==> src/hdl/fcpm_regs.vh <==
`ifndef FCPM_REGS_VH
`define FCPM_REGS_VH
// Register byte offsets
`define FCPM_OFS_CON0 8'h00
`define FCPM_OFS_CON1 8'h04
`define FCPM_OFS_POL 8'h08
`define FCPM_OFS_CNT0 8'h10
`define FCPM_OFS_PER0 8'h20
`define FCPM_OFS_WID0 8'h30
// Control fields
`define FCPM_CON0_RUN_LSB 0
`define FCPM_CON0_DIV_LSB 4
`define FCPM_CON1_EN_LSB 0
`define FCPM_CON1_ALIGN_LSB 4
`define FCPM_CON1_BURST_BIT 12
`define FCPM_CON1_SHOT2_BIT 14
`define FCPM_CON1_SHOT3_BIT 15
// Reset values
`define FCPM_RST_WORD 16'h0000
// Timing
`define FCPM_SLOW_DIV 64
`endif

==> src/hdl/fcpm_top.v <==
`include "fcpm_regs.vh"
`default_nettype none
module fcpm_top #(
   parameter WIDTH = 16,
   parameter DIV = `FCPM_SLOW_DIV
) (
   // Clock and reset
   input wire clk_i,
   input wire rst_i,
   // Wishbone slave
   input wire wb_cyc_i,
   input wire wb_stb_i,
   input wire wb_we_i,
   input wire [7:0] wb_adr_i,
   input wire [3:0] wb_sel_i,
   input wire [31:0] wb_dat_i,
   output reg [31:0] wb_dat_o,
   output reg wb_ack_o,
   output reg wb_err_o,
   // Pins
   output reg [3:0] pwm_pin_o
);
   reg [3:0] run_ff, div_sel_ff, en_ff, align_ff, pol_ff;
   reg burst_ff, shot2_ff, shot3_ff;
   reg [5:0] div_cnt_ff;
   wire [3:0] stop;
   wire [3:0] raw;
   wire [WIDTH*4-1:0] cnt_bus, per_bus, wid_bus;

   // Clock divider for the slow count pulse
   wire slow_tick = (div_cnt_ff == DIV[5:0] - 6'h01);
   always @(posedge clk_i) begin
      if (rst_i)
         div_cnt_ff <= 6'h00;
      else if (slow_tick)
         div_cnt_ff <= 6'h00;
      else
         div_cnt_ff <= div_cnt_ff + 6'h01;
   end

   // Bus decode; one-cycle ack, dropped the cycle after
   wire req = wb_cyc_i && wb_stb_i && !wb_ack_o && !wb_err_o;
   wire wr = req && wb_we_i && wb_sel_i[0] && wb_sel_i[1];
   wire [7:0] a = wb_adr_i;
   wire hit_ctl = (a == `FCPM_OFS_CON0) || (a == `FCPM_OFS_CON1) || (a == `FCPM_OFS_POL);
   wire hit_ch = (a[1:0] == 2'b00) && (a[3:2] != 2'b00 || 1'b1) &&
      ((a[7:4] == 4'h1) || (a[7:4] == 4'h2) || (a[7:4] == 4'h3)) && (a[3:2] == a[3:2]);
   wire hit = hit_ctl || hit_ch;
   wire [1:0] ch = a[3:2];
   wire [WIDTH-1:0] wd = wb_dat_i[WIDTH-1:0];
   wire con0_wr = wr && (a == `FCPM_OFS_CON0);

   genvar g;
   generate
      for (g = 0; g < 4; g = g + 1) begin : g_ch
         wire cw = wr && (a[7:4] == 4'h1) && (ch == g);
         wire pw = wr && (a[7:4] == 4'h2) && (ch == g);
         wire ww = wr && (a[7:4] == 4'h3) && (ch == g);
         wire tk = div_sel_ff[g] ? slow_tick : 1'b1;
         wire sh = (g == 2) ? shot2_ff : (g == 3) ? shot3_ff : 1'b0;
         fcpm_channel #(
            .WIDTH(WIDTH),
            .SHOT_OK((g >= 2) ? 1 : 0)
         ) u_ch (
            .clk_i(clk_i),
            .rst_i(rst_i),
            .run_i(run_ff[g]),
            .tick_i(tk),
            .align_i(align_ff[g]),
            .shot_i(sh),
            .cnt_we_i(cw),
            .per_we_i(pw),
            .wid_we_i(ww),
            .wdata_i(wd),
            .stop_o(stop[g]),
            .cnt_o(cnt_bus[g*WIDTH +: WIDTH]),
            .per_o(per_bus[g*WIDTH +: WIDTH]),
            .wid_o(wid_bus[g*WIDTH +: WIDTH]),
            .pwm_o(raw[g])
         );
      end
   endgenerate

   // Control registers; hardware stop wins over a software write
   always @(posedge clk_i) begin
      if (rst_i) begin
         run_ff <= 4'h0;
         div_sel_ff <= 4'h0;
         en_ff <= 4'h0;
         align_ff <= 4'h0;
         pol_ff <= 4'h0;
         burst_ff <= 1'b0;
         shot2_ff <= 1'b0;
         shot3_ff <= 1'b0;
      end else begin
         if (con0_wr) begin
            run_ff <= wd[`FCPM_CON0_RUN_LSB +: 4] & ~stop;
            div_sel_ff <= wd[`FCPM_CON0_DIV_LSB +: 4];
         end else begin
            run_ff <= run_ff & ~stop;
         end
         if (wr && a == `FCPM_OFS_CON1) begin
            en_ff <= wd[`FCPM_CON1_EN_LSB +: 4];
            align_ff <= wd[`FCPM_CON1_ALIGN_LSB +: 4];
            burst_ff <= wd[`FCPM_CON1_BURST_BIT];
            shot2_ff <= wd[`FCPM_CON1_SHOT2_BIT];
            shot3_ff <= wd[`FCPM_CON1_SHOT3_BIT];
         end
         if (wr && a == `FCPM_OFS_POL)
            pol_ff <= wd[3:0];
      end
   end

   // Pin stage: AND, then polarity, then register
   wire out0 = burst_ff ? (raw[0] & raw[1]) : raw[0];
   wire [3:0] gated = {raw[3:1], out0} & en_ff;
   always @(posedge clk_i) begin
      if (rst_i)
         pwm_pin_o <= 4'h0;
      else
         pwm_pin_o <= gated ^ pol_ff;
   end

   // Read mux and acknowledge
   reg [15:0] rd;
   always @* begin
      rd = 16'h0000;
      case (a[7:4])
         4'h0: begin
            if (a == `FCPM_OFS_CON0)
               rd = {8'h00, div_sel_ff, run_ff};
            else if (a == `FCPM_OFS_CON1)
               rd = {shot3_ff, shot2_ff, 1'b0, burst_ff, 4'h0, align_ff, en_ff};
            else if (a == `FCPM_OFS_POL)
               rd = {12'h000, pol_ff};
         end
         4'h1: rd = cnt_bus[ch*WIDTH +: 16];
         4'h2: rd = per_bus[ch*WIDTH +: 16];
         4'h3: rd = wid_bus[ch*WIDTH +: 16];
         default: rd = 16'h0000;
      endcase
   end
   always @(posedge clk_i) begin
      if (rst_i) begin
         wb_ack_o <= 1'b0;
         wb_err_o <= 1'b0;
         wb_dat_o <= 32'h00000000;
      end else begin
         wb_ack_o <= req && hit;
         wb_err_o <= req && !hit;
         wb_dat_o <= {16'h0000, rd};
      end
   end
endmodule // fcpm_top
`default_nettype wire

==> src/hdl/fcpm_channel.v <==
`include "fcpm_regs.vh"
`default_nettype none
module fcpm_channel #(
   parameter WIDTH = 16,
   parameter SHOT_OK = 0
) (
   // Clock and reset
   input wire clk_i,
   input wire rst_i,
   // Control
   input wire run_i,
   input wire tick_i,
   input wire align_i,
   input wire shot_i,
   // Software writes
   input wire cnt_we_i,
   input wire per_we_i,
   input wire wid_we_i,
   input wire [WIDTH-1:0] wdata_i,
   // Status
   output wire stop_o,
   output wire [WIDTH-1:0] cnt_o,
   output wire [WIDTH-1:0] per_o,
   output wire [WIDTH-1:0] wid_o,
   output wire pwm_o
);
   reg [WIDTH-1:0] cnt_ff, per_ff, wid_ff, per_sh_ff, wid_sh_ff;
   reg down_ff, out_ff;
   wire shot = shot_i && (SHOT_OK != 0);
   wire at_top = (cnt_ff == per_sh_ff);
   wire at_bot = (cnt_ff == {WIDTH{1'b0}});
   wire step = run_i && tick_i;
   reg [WIDTH-1:0] nxt_cnt;
   reg nxt_down;
   reg cyc_start;
   always @* begin
      nxt_cnt = cnt_ff;
      nxt_down = down_ff;
      cyc_start = 1'b0;
      if (align_i && !shot) begin
         // Counter holds one pulse at each turn, giving 2 x (period + 1)
         if (!down_ff) begin
            if (at_top) begin
               nxt_down = 1'b1;
            end else begin
               nxt_cnt = cnt_ff + 1'b1;
            end
         end else if (at_bot) begin
            nxt_down = 1'b0;
            cyc_start = 1'b1;
         end else begin
            nxt_cnt = cnt_ff - 1'b1;
         end
      end else begin
         nxt_down = 1'b0;
         if (at_top) begin
            nxt_cnt = {WIDTH{1'b0}};
            cyc_start = 1'b1;
         end else begin
            nxt_cnt = cnt_ff + 1'b1;
         end
      end
   end
   // Single shot ends on the wrap; writing the counter to the period ends it early
   assign stop_o = step && shot && at_top;
   wire load_sh = (step && cyc_start) || !run_i;
   // Comparator on the next count value, so the pin follows the counter
   wire ge_w = (nxt_cnt >= wid_sh_ff);
   always @(posedge clk_i) begin
      if (rst_i) begin
         cnt_ff <= `FCPM_RST_WORD;
         per_ff <= `FCPM_RST_WORD;
         wid_ff <= `FCPM_RST_WORD;
         per_sh_ff <= `FCPM_RST_WORD;
         wid_sh_ff <= `FCPM_RST_WORD;
         down_ff <= 1'b0;
         out_ff <= 1'b0;
      end else begin
         if (per_we_i)
            per_ff <= wdata_i;
         if (wid_we_i)
            wid_ff <= wdata_i;
         if (load_sh) begin
            per_sh_ff <= per_we_i ? wdata_i : per_ff;
            wid_sh_ff <= wid_we_i ? wdata_i : wid_ff;
         end
         if (cnt_we_i) begin
            cnt_ff <= wdata_i;
         end else if (step) begin
            cnt_ff <= nxt_cnt;
            down_ff <= nxt_down;
            if (align_i && !shot) begin
               // Rises only counting up; goes low below the width counting either way
               if (!nxt_down && ge_w)
                  out_ff <= 1'b1;
               else if (nxt_down && !ge_w)
                  out_ff <= 1'b0;
               else if (!nxt_down && !ge_w)
                  out_ff <= 1'b0;
            end else begin
               out_ff <= ge_w;
            end
         end
      end
   end
   assign cnt_o = cnt_ff;
   assign per_o = per_ff;
   assign wid_o = wid_ff;
   assign pwm_o = out_ff;
endmodule // fcpm_channel
`default_nettype wire

==> config.mk <==
export PLATFORM = sky130hd
export DESIGN_NAME = fcpm_top
export DESIGN_NICKNAME = d
export VERILOG_FILES = /design/src/hdl/fcpm_top.v /design/src/hdl/fcpm_channel.v
export VERILOG_INCLUDE_DIRS = /design/src /design/src/hdl
export SDC_FILE = /design/constraint.sdc
export NUM_CORES = 1
export LEC_CHECK = 0
export BUFFER_PORTS_ARGS = -buffer_cell sky130_fd_sc_hd__buf_4
export CAP_MARGIN = 0
export CORE_MARGIN = 8
export CORE_UTILIZATION = 55
export CTS_CLUSTER_SIZE = 24
export DETAILED_ROUTE_END_ITERATION = 8
export GPL_ROUTABILITY_DRIVEN = 0
export HOLD_SLACK_MARGIN = 0.15
export PLACE_DENSITY = 0.69
export SLEW_MARGIN = 20
export SYNTH_ARGS = -nofsm -noshare
export SYNTH_HDL_FRONTEND = slang
export SYNTH_SLANG_ARGS = --single-unit
==> constraint.sdc <==
create_clock -name clk_i -period 4.7 [get_ports clk_i]
set_clock_uncertainty 0.05 [all_clocks]
set_input_delay 0.235 -clock clk_i [delete_from_list [all_inputs] [get_ports clk_i]]
set_output_delay 0.235 -clock clk_i [all_outputs]
set_load 0.05 [all_outputs]
After elaboration in Yosys (flattened, before gate mapping)
Index checks and enable logic that the tools add are counted. W data, S select, Z words.

Add/sub/neg operators: 9. Shifts and indexed selects: 3. Reductions and logical operators: 100. Bitwise operators: 10. $lt $le $gt $ge: 4. Equality and inequality tests: 17. Muxes and demuxes: 90.

Operators with widths (count): $mux W16 (38); $shiftx A64 B7 Y16 (3); $add A16 B1 Y16 const B (4); $eq A16 B16 Y1 (4); $ge A16 B16 Y1 (4); $logic_not A16 Y1 (4); $pmux W16 S4 (1); $sub A16 B1 Y16 const B (4); $logic_and A1 B1 Y1 (53); $mux W1 (49); $logic_not A1 Y1 (17); $and A4 B4 Y4 (3); $reduce_and A3 Y1 (4); $logic_or A1 B1 Y1 (9); $eq A4 B2 Y1 const B (2); $eq A8 B3 Y1 const B (1); $eq A8 B4 Y1 const B (1); $logic_not A8 Y1 (1); $mux W4 (2); $ne A4 B1 Y1 const B (2); $ne A4 B4 Y1 const B (2); $reduce_and A2 Y1 (4); $reduce_bool A2 Y1 (4); $add A6 B1 Y6 const B (1); other kinds (11) (16).

Flip-flop bits (word level): 395. Input port bits: 49. Output and inout port bits: 38.

Depth between registers and ports, before layout
Depth after elaboration: 11. Gate-level depth with buffers: 21. Gate-level depth less buffers: 19.

Cells and area by module
A second synthesis with hierarchy kept.

Cells, all modules: 2882. Area total of the unflattened synthesis: 23578.9 µm².

By module, submodules not included: fcpm_channel at g_ch[0].u_ch (cells each 584, instances 1, sequential area each 1641.6 µm², area each 5128.7 µm²); fcpm_channel at g_ch[3].u_ch (cells each 591, instances 1, sequential area each 1641.6 µm², area each 4854.7 µm²); fcpm_channel at g_ch[1].u_ch (cells each 604, instances 1, sequential area each 1641.6 µm², area each 4839.6 µm²); fcpm_channel at g_ch[2].u_ch (cells each 593, instances 1, sequential area each 1641.6 µm², area each 4838.4 µm²); fcpm_top (cells each 510, instances 1, sequential area each 1021.0 µm², area each 3917.5 µm²).

Least setup slack after synthesis
OpenSTA, ideal clock, no wires.

Kind: flip-flop to flip-flop. Start point: register g_ch[0].u_ch.cnt_ff[1]. End point: register g_ch[0].u_ch.out_ff. Library setup time: 0.145 ns. Buffers on the path: 1. Clock period less this slack: 4.102 ns. Cell stages (with the launch flop): 20. Arrival time: 3.907 ns. Setup slack: 0.598 ns. Cell sequence: dfxtp_1 clkbuf_1 inv_1 ha_1 or3b_2 nor4b_4 nand2_1 nand4_1 a21boi_0 mux2i_1 ha_1 a2111oi_0 o21a_1 o21ai_0 a21oi_1 inv_1 ha_1 a31oi_1 nand3b_1 o311ai_0.

Cells in the longest elaborated chain, start to end: 10. Elaborated cells between the ends (all ways): 24.

RTL lines: start: declaration (RTL line fcpm_channel.v:27) `reg [WIDTH-1:0] cnt_ff, per_ff, wid_ff, per_sh_ff, wid_sh_ff;`; start signal: assignment (RTL line fcpm_channel.v:71) `` cnt_ff <= `FCPM_RST_WORD; ``; start signal: assignment (RTL line fcpm_channel.v:88) `cnt_ff <= wdata_i;`; start signal: assignment (RTL line fcpm_channel.v:90) `cnt_ff <= nxt_cnt;`; $add A16 B1 Y16, or another cell as far along (RTL line fcpm_channel.v:46, fcpm_channel.v:60); $mux W16 (on tied branches) (RTL line fcpm_channel.v:43, fcpm_channel.v:48); $mux W16 (RTL line fcpm_channel.v:42) `if (!down_ff) begin`; $mux W16 (RTL line fcpm_channel.v:40) `if (align_i && !shot) begin`; $ge A16 B16 Y1 (RTL line fcpm_channel.v:68) `wire ge_w = (nxt_cnt >= wid_sh_ff);`; $logic_not A1 Y1 (RTL line fcpm_channel.v:96, fcpm_channel.v:98); $logic_and A1 B1 Y1 (RTL line fcpm_channel.v:96) `else if (nxt_down && !ge_w)`; $mux W1 (RTL line fcpm_channel.v:96); $mux W1 (RTL line fcpm_channel.v:94) `if (!nxt_down && ge_w)`; $mux W1 (RTL line fcpm_channel.v:92) `if (align_i && !shot) begin`; end signal: assignment (RTL line fcpm_channel.v:101) `out_ff <= ge_w;`; end: declaration (RTL line fcpm_channel.v:28) `reg down_ff, out_ff;`.

Parallel ways exist; a longest one is shown, timed or not. A chain may end at the register's enable or synchronous reset.

Worst setup path in the final report
Start point: register g_ch[0].u_ch.cnt_ff[0]. End point: register g_ch[0].u_ch.out_ff.

The elaborated chain is that of the path after synthesis.

==> results.cfg <==
[status]
status = finished clean

[sta]
setup_ws_ns = 0.1881
hold_violations = 0
fmax_mhz = 221.6
drv_slew = 0
fin_crit_sh = 0.9600
setup_viol = 0
slew_headroom = 0.2330
period_needed_ns = 4.512
rsz0062_at_grt = yes
tightest_slew_ns = 1.150

[route]
drt_iter0_drc = 2512
drc = 0
drtPass1Iterations = 6
viasPerCell = 6.419
ant_nets = 0
vias = 22590
routedWlPerCell_um = 22.37
wl_mm = 78.71

[synthesis]
synthCells = 3003
ys_seq_elements = 379
synth_top_family_by_area = simple AND/OR/NAND/NOR gates
synth-async-reset-ratio = 0
yosys.area_share.simple = 0.2345
synth_area_leader_cell = dfxtp_1
synth-compound-area-share = 0.2252
synth-xor-area-share = 0.04325
synth_top_area_frac = 0.3345
muxShareOfSynthArea = 0.04904
synth_ff_type = dfxtp_1
synth_warnings = 0
synth-edff-count = 0
synth_area_um2 = 22680
synth_common_cells = nand2_1 (568), dfxtp_1 (379), a21oi_1 (263)
syn_avg_cell_area_um2 = 7.553
synth_most_common_cell = nand2_1
synth.area.top_cells = dfxtp_1 (33%), nand2_1 (9.4%), a21oi_1 (5.8%)
synth_cell_types = 100
ys_seq_area_frac = 0.3345
synth_adder_area_share = 0.04578

[critical_path]
crit_path_start_kind = register
criticalPathCategory = register to register
path_max_fanout = 9
setup.worst_path.end_class = register
arrival_ns = 4.90
required_ns = 5.09

[final_layout]
layout.nets = 3088
area_delta_synth_final_pct = 10.43
final_area_um2 = 25050
n_antenna_cell = 0
drive_gt1_frac = 0.09207

[floorplan]
start_util = 0.5568
ios = 87
fp-row-count = 74
core_um2 = 40740
die-area_um2 = 48000
die_h_um = 219.1
die_w_um = 219.1

[global_route]
gr-usage-all-layers = 0.3184
grt_pass1_vias = 21190
antenna_found_initial = 2
grt_start_max_net_pins = 140
overflow = 0
grt_pass1_wl_mm = 121.3

[cts]
clock_latency_ns = 0.59
numClockSinks = 379
clk_pin_slew_worst_paths_ns = 0.06
root_buffer = clkbuf_16
ctsLongestPathBuffers = 3
numCtsBuffers = 42
cts_tree = built
post_cts.repair.setup_buffers = 0
h-tree-depth = 2

[worst_hold_path]
min_path_type = primary input to register

[placed_design]
dpl.hpwl_mm = 53.97
placed_cell_area_um2 = 23370
io_buffers = 52
pre_cts_slack_ns = 0.3270

[power]
power_switching_mw = 1.736
peakVddDrop_mv = 0.2920
switching_share = 0.2423
sequentialPowerShare = 0.449
combPwrFrac = 0.052
p_clk_frac = 0.498
p_int_mw = 5.428
leakagePower_nw = 9.234
power_density_nw_per_um2 = 286.0

[job]
drv_cap = 0
==> sequential cells by signal, summed over array words and instances, names as in the netlist, 6 cells and up <==
register and count:
wb_dat_o 16, g_ch.u_ch.wid_o 64, div_cnt_ff 6, g_ch.u_ch.per_o 64, g_ch.u_ch.wid_sh_ff 64, g_ch.u_ch.cnt_o 64, g_ch.u_ch.per_sh_ff 64
==> repair_timing <==
item                                   CTS  global route
resized for setup                        0             3
hold buffers                            21             0
endpoints found under the hold margin  262             0
setup endpoints to repair                0             2
==> power groups by stage <==
stage / sequential [mW] / combinational [mW] / clock [mW]
CTS: 3.22 / 0.362 / 3.59
detailed placement: 3.29 / 0.346 / 0
global route: 3.22 / 0.382 / 3.73
floorplan: 3.30 / 0.211 / 0
global placement: 3.29 / 0.345 / 0
finish: 3.22 / 0.375 / 3.57
==> per-stage QoR <==
step	setup TNS (ns)	utilization	std cells	power, mW	hold WS, ns
4_1_cts	0	0.6147	3519	7.171	0.1623
3_3_place_gp	0	0.5737	3423	3.636	0.3938
3_5_place_dp	0	0.5737	3423	3.638	0.4025
2_1_floorplan	0	-	3018	3.508	0.3395
5_1_grt	-0.008036	0.6149	3519	7.331	0.1769
6_report	0	0.6149	3519	7.164	0.1384
==> area by class of cell <==
| type | instances | area, µm² |
|---|---|---|
| Clock buffer | 52 | 1150 |
| Tap cell | 532 | 665.6 |
| Sequential cell | 379 | 7590 |
| Multi-Input combinational cell | 2269 | 13640 |
| Inverter | 101 | 380.4 |
| Timing Repair Buffer | 163 | 1309 |
| Fill cell | 3711 | 15690 |
| Clock inverter | 23 | 310.3 |
==> final timing paths <==
check        slack (ns)  depth (start not counted)                 startpoint                        end
min                0.14                          2                      rst_i               pwm_pin_o[3]
min reg2reg        0.41                          2  g_ch[2].u_ch.per_sh_ff[8]  g_ch[2].u_ch.per_sh_ff[8]
max                0.19                         19      g_ch[0].u_ch.cnt_o[0]         g_ch[0].u_ch.pwm_o
max reg2reg        0.19                         19      g_ch[0].u_ch.cnt_o[0]         g_ch[0].u_ch.pwm_o
==> metal layers <==
layer | global-route usage | up-vias | routed length (µm)
met3 | 0.06512 | 250 | 8582
met5 | 0 | - | 0
met2 | 0.4975 | 1307 | 34610
met1 | 0.4127 | 10570 | 31180
met4 | 0.1630 | 0 | 4336
li1 | - | 10460 | -
==> cells in the final DEF, fill, tap and decap left out, drive strengths merged, types with 49 or more instances in the layout <==
master	n
buf	142
dfxtp	379
a21oi	263
o21ai	187
o31ai	68
ha	83
xnor2	62
nor3	86
mux2i	101
nand2	568
nand3	49
clkbuf	52
nor2	199
xor2	50
inv	101
==> logic make-up (layout without fill, tap and decap cells) <==
logic type | after synthesis | after routing
compound gates | 807 | 807
buf+inv | 370 | 339
other cells | 1 | 16
mux | 106 | 106
xor+xnor | 112 | 112
fa+ha+maj | 83 | 83
flops | 379 | 379
simple gates | 1145 | 1145
==> worst max-delay path, stage by stage (launching register included) <==
cell      delay [ns]
dfxtp_1         0.32
inv_1           0.15
ha_1            0.21
or3b_2          0.51
nor4b_4         0.27
buf_4           0.21
nor4_1          0.07
a221oi_1        0.34
a31oi_1         0.09
ha_1            0.31
a21o_1          0.18
a21o_1          0.17
a21oi_1         0.21
o21ai_0         0.17
a21oi_1         0.21
inv_1           0.08
ha_1            0.31
a31oi_1         0.21
nand3b_1        0.15
o311ai_0        0.13
Power figures use the tool's default switching activity.
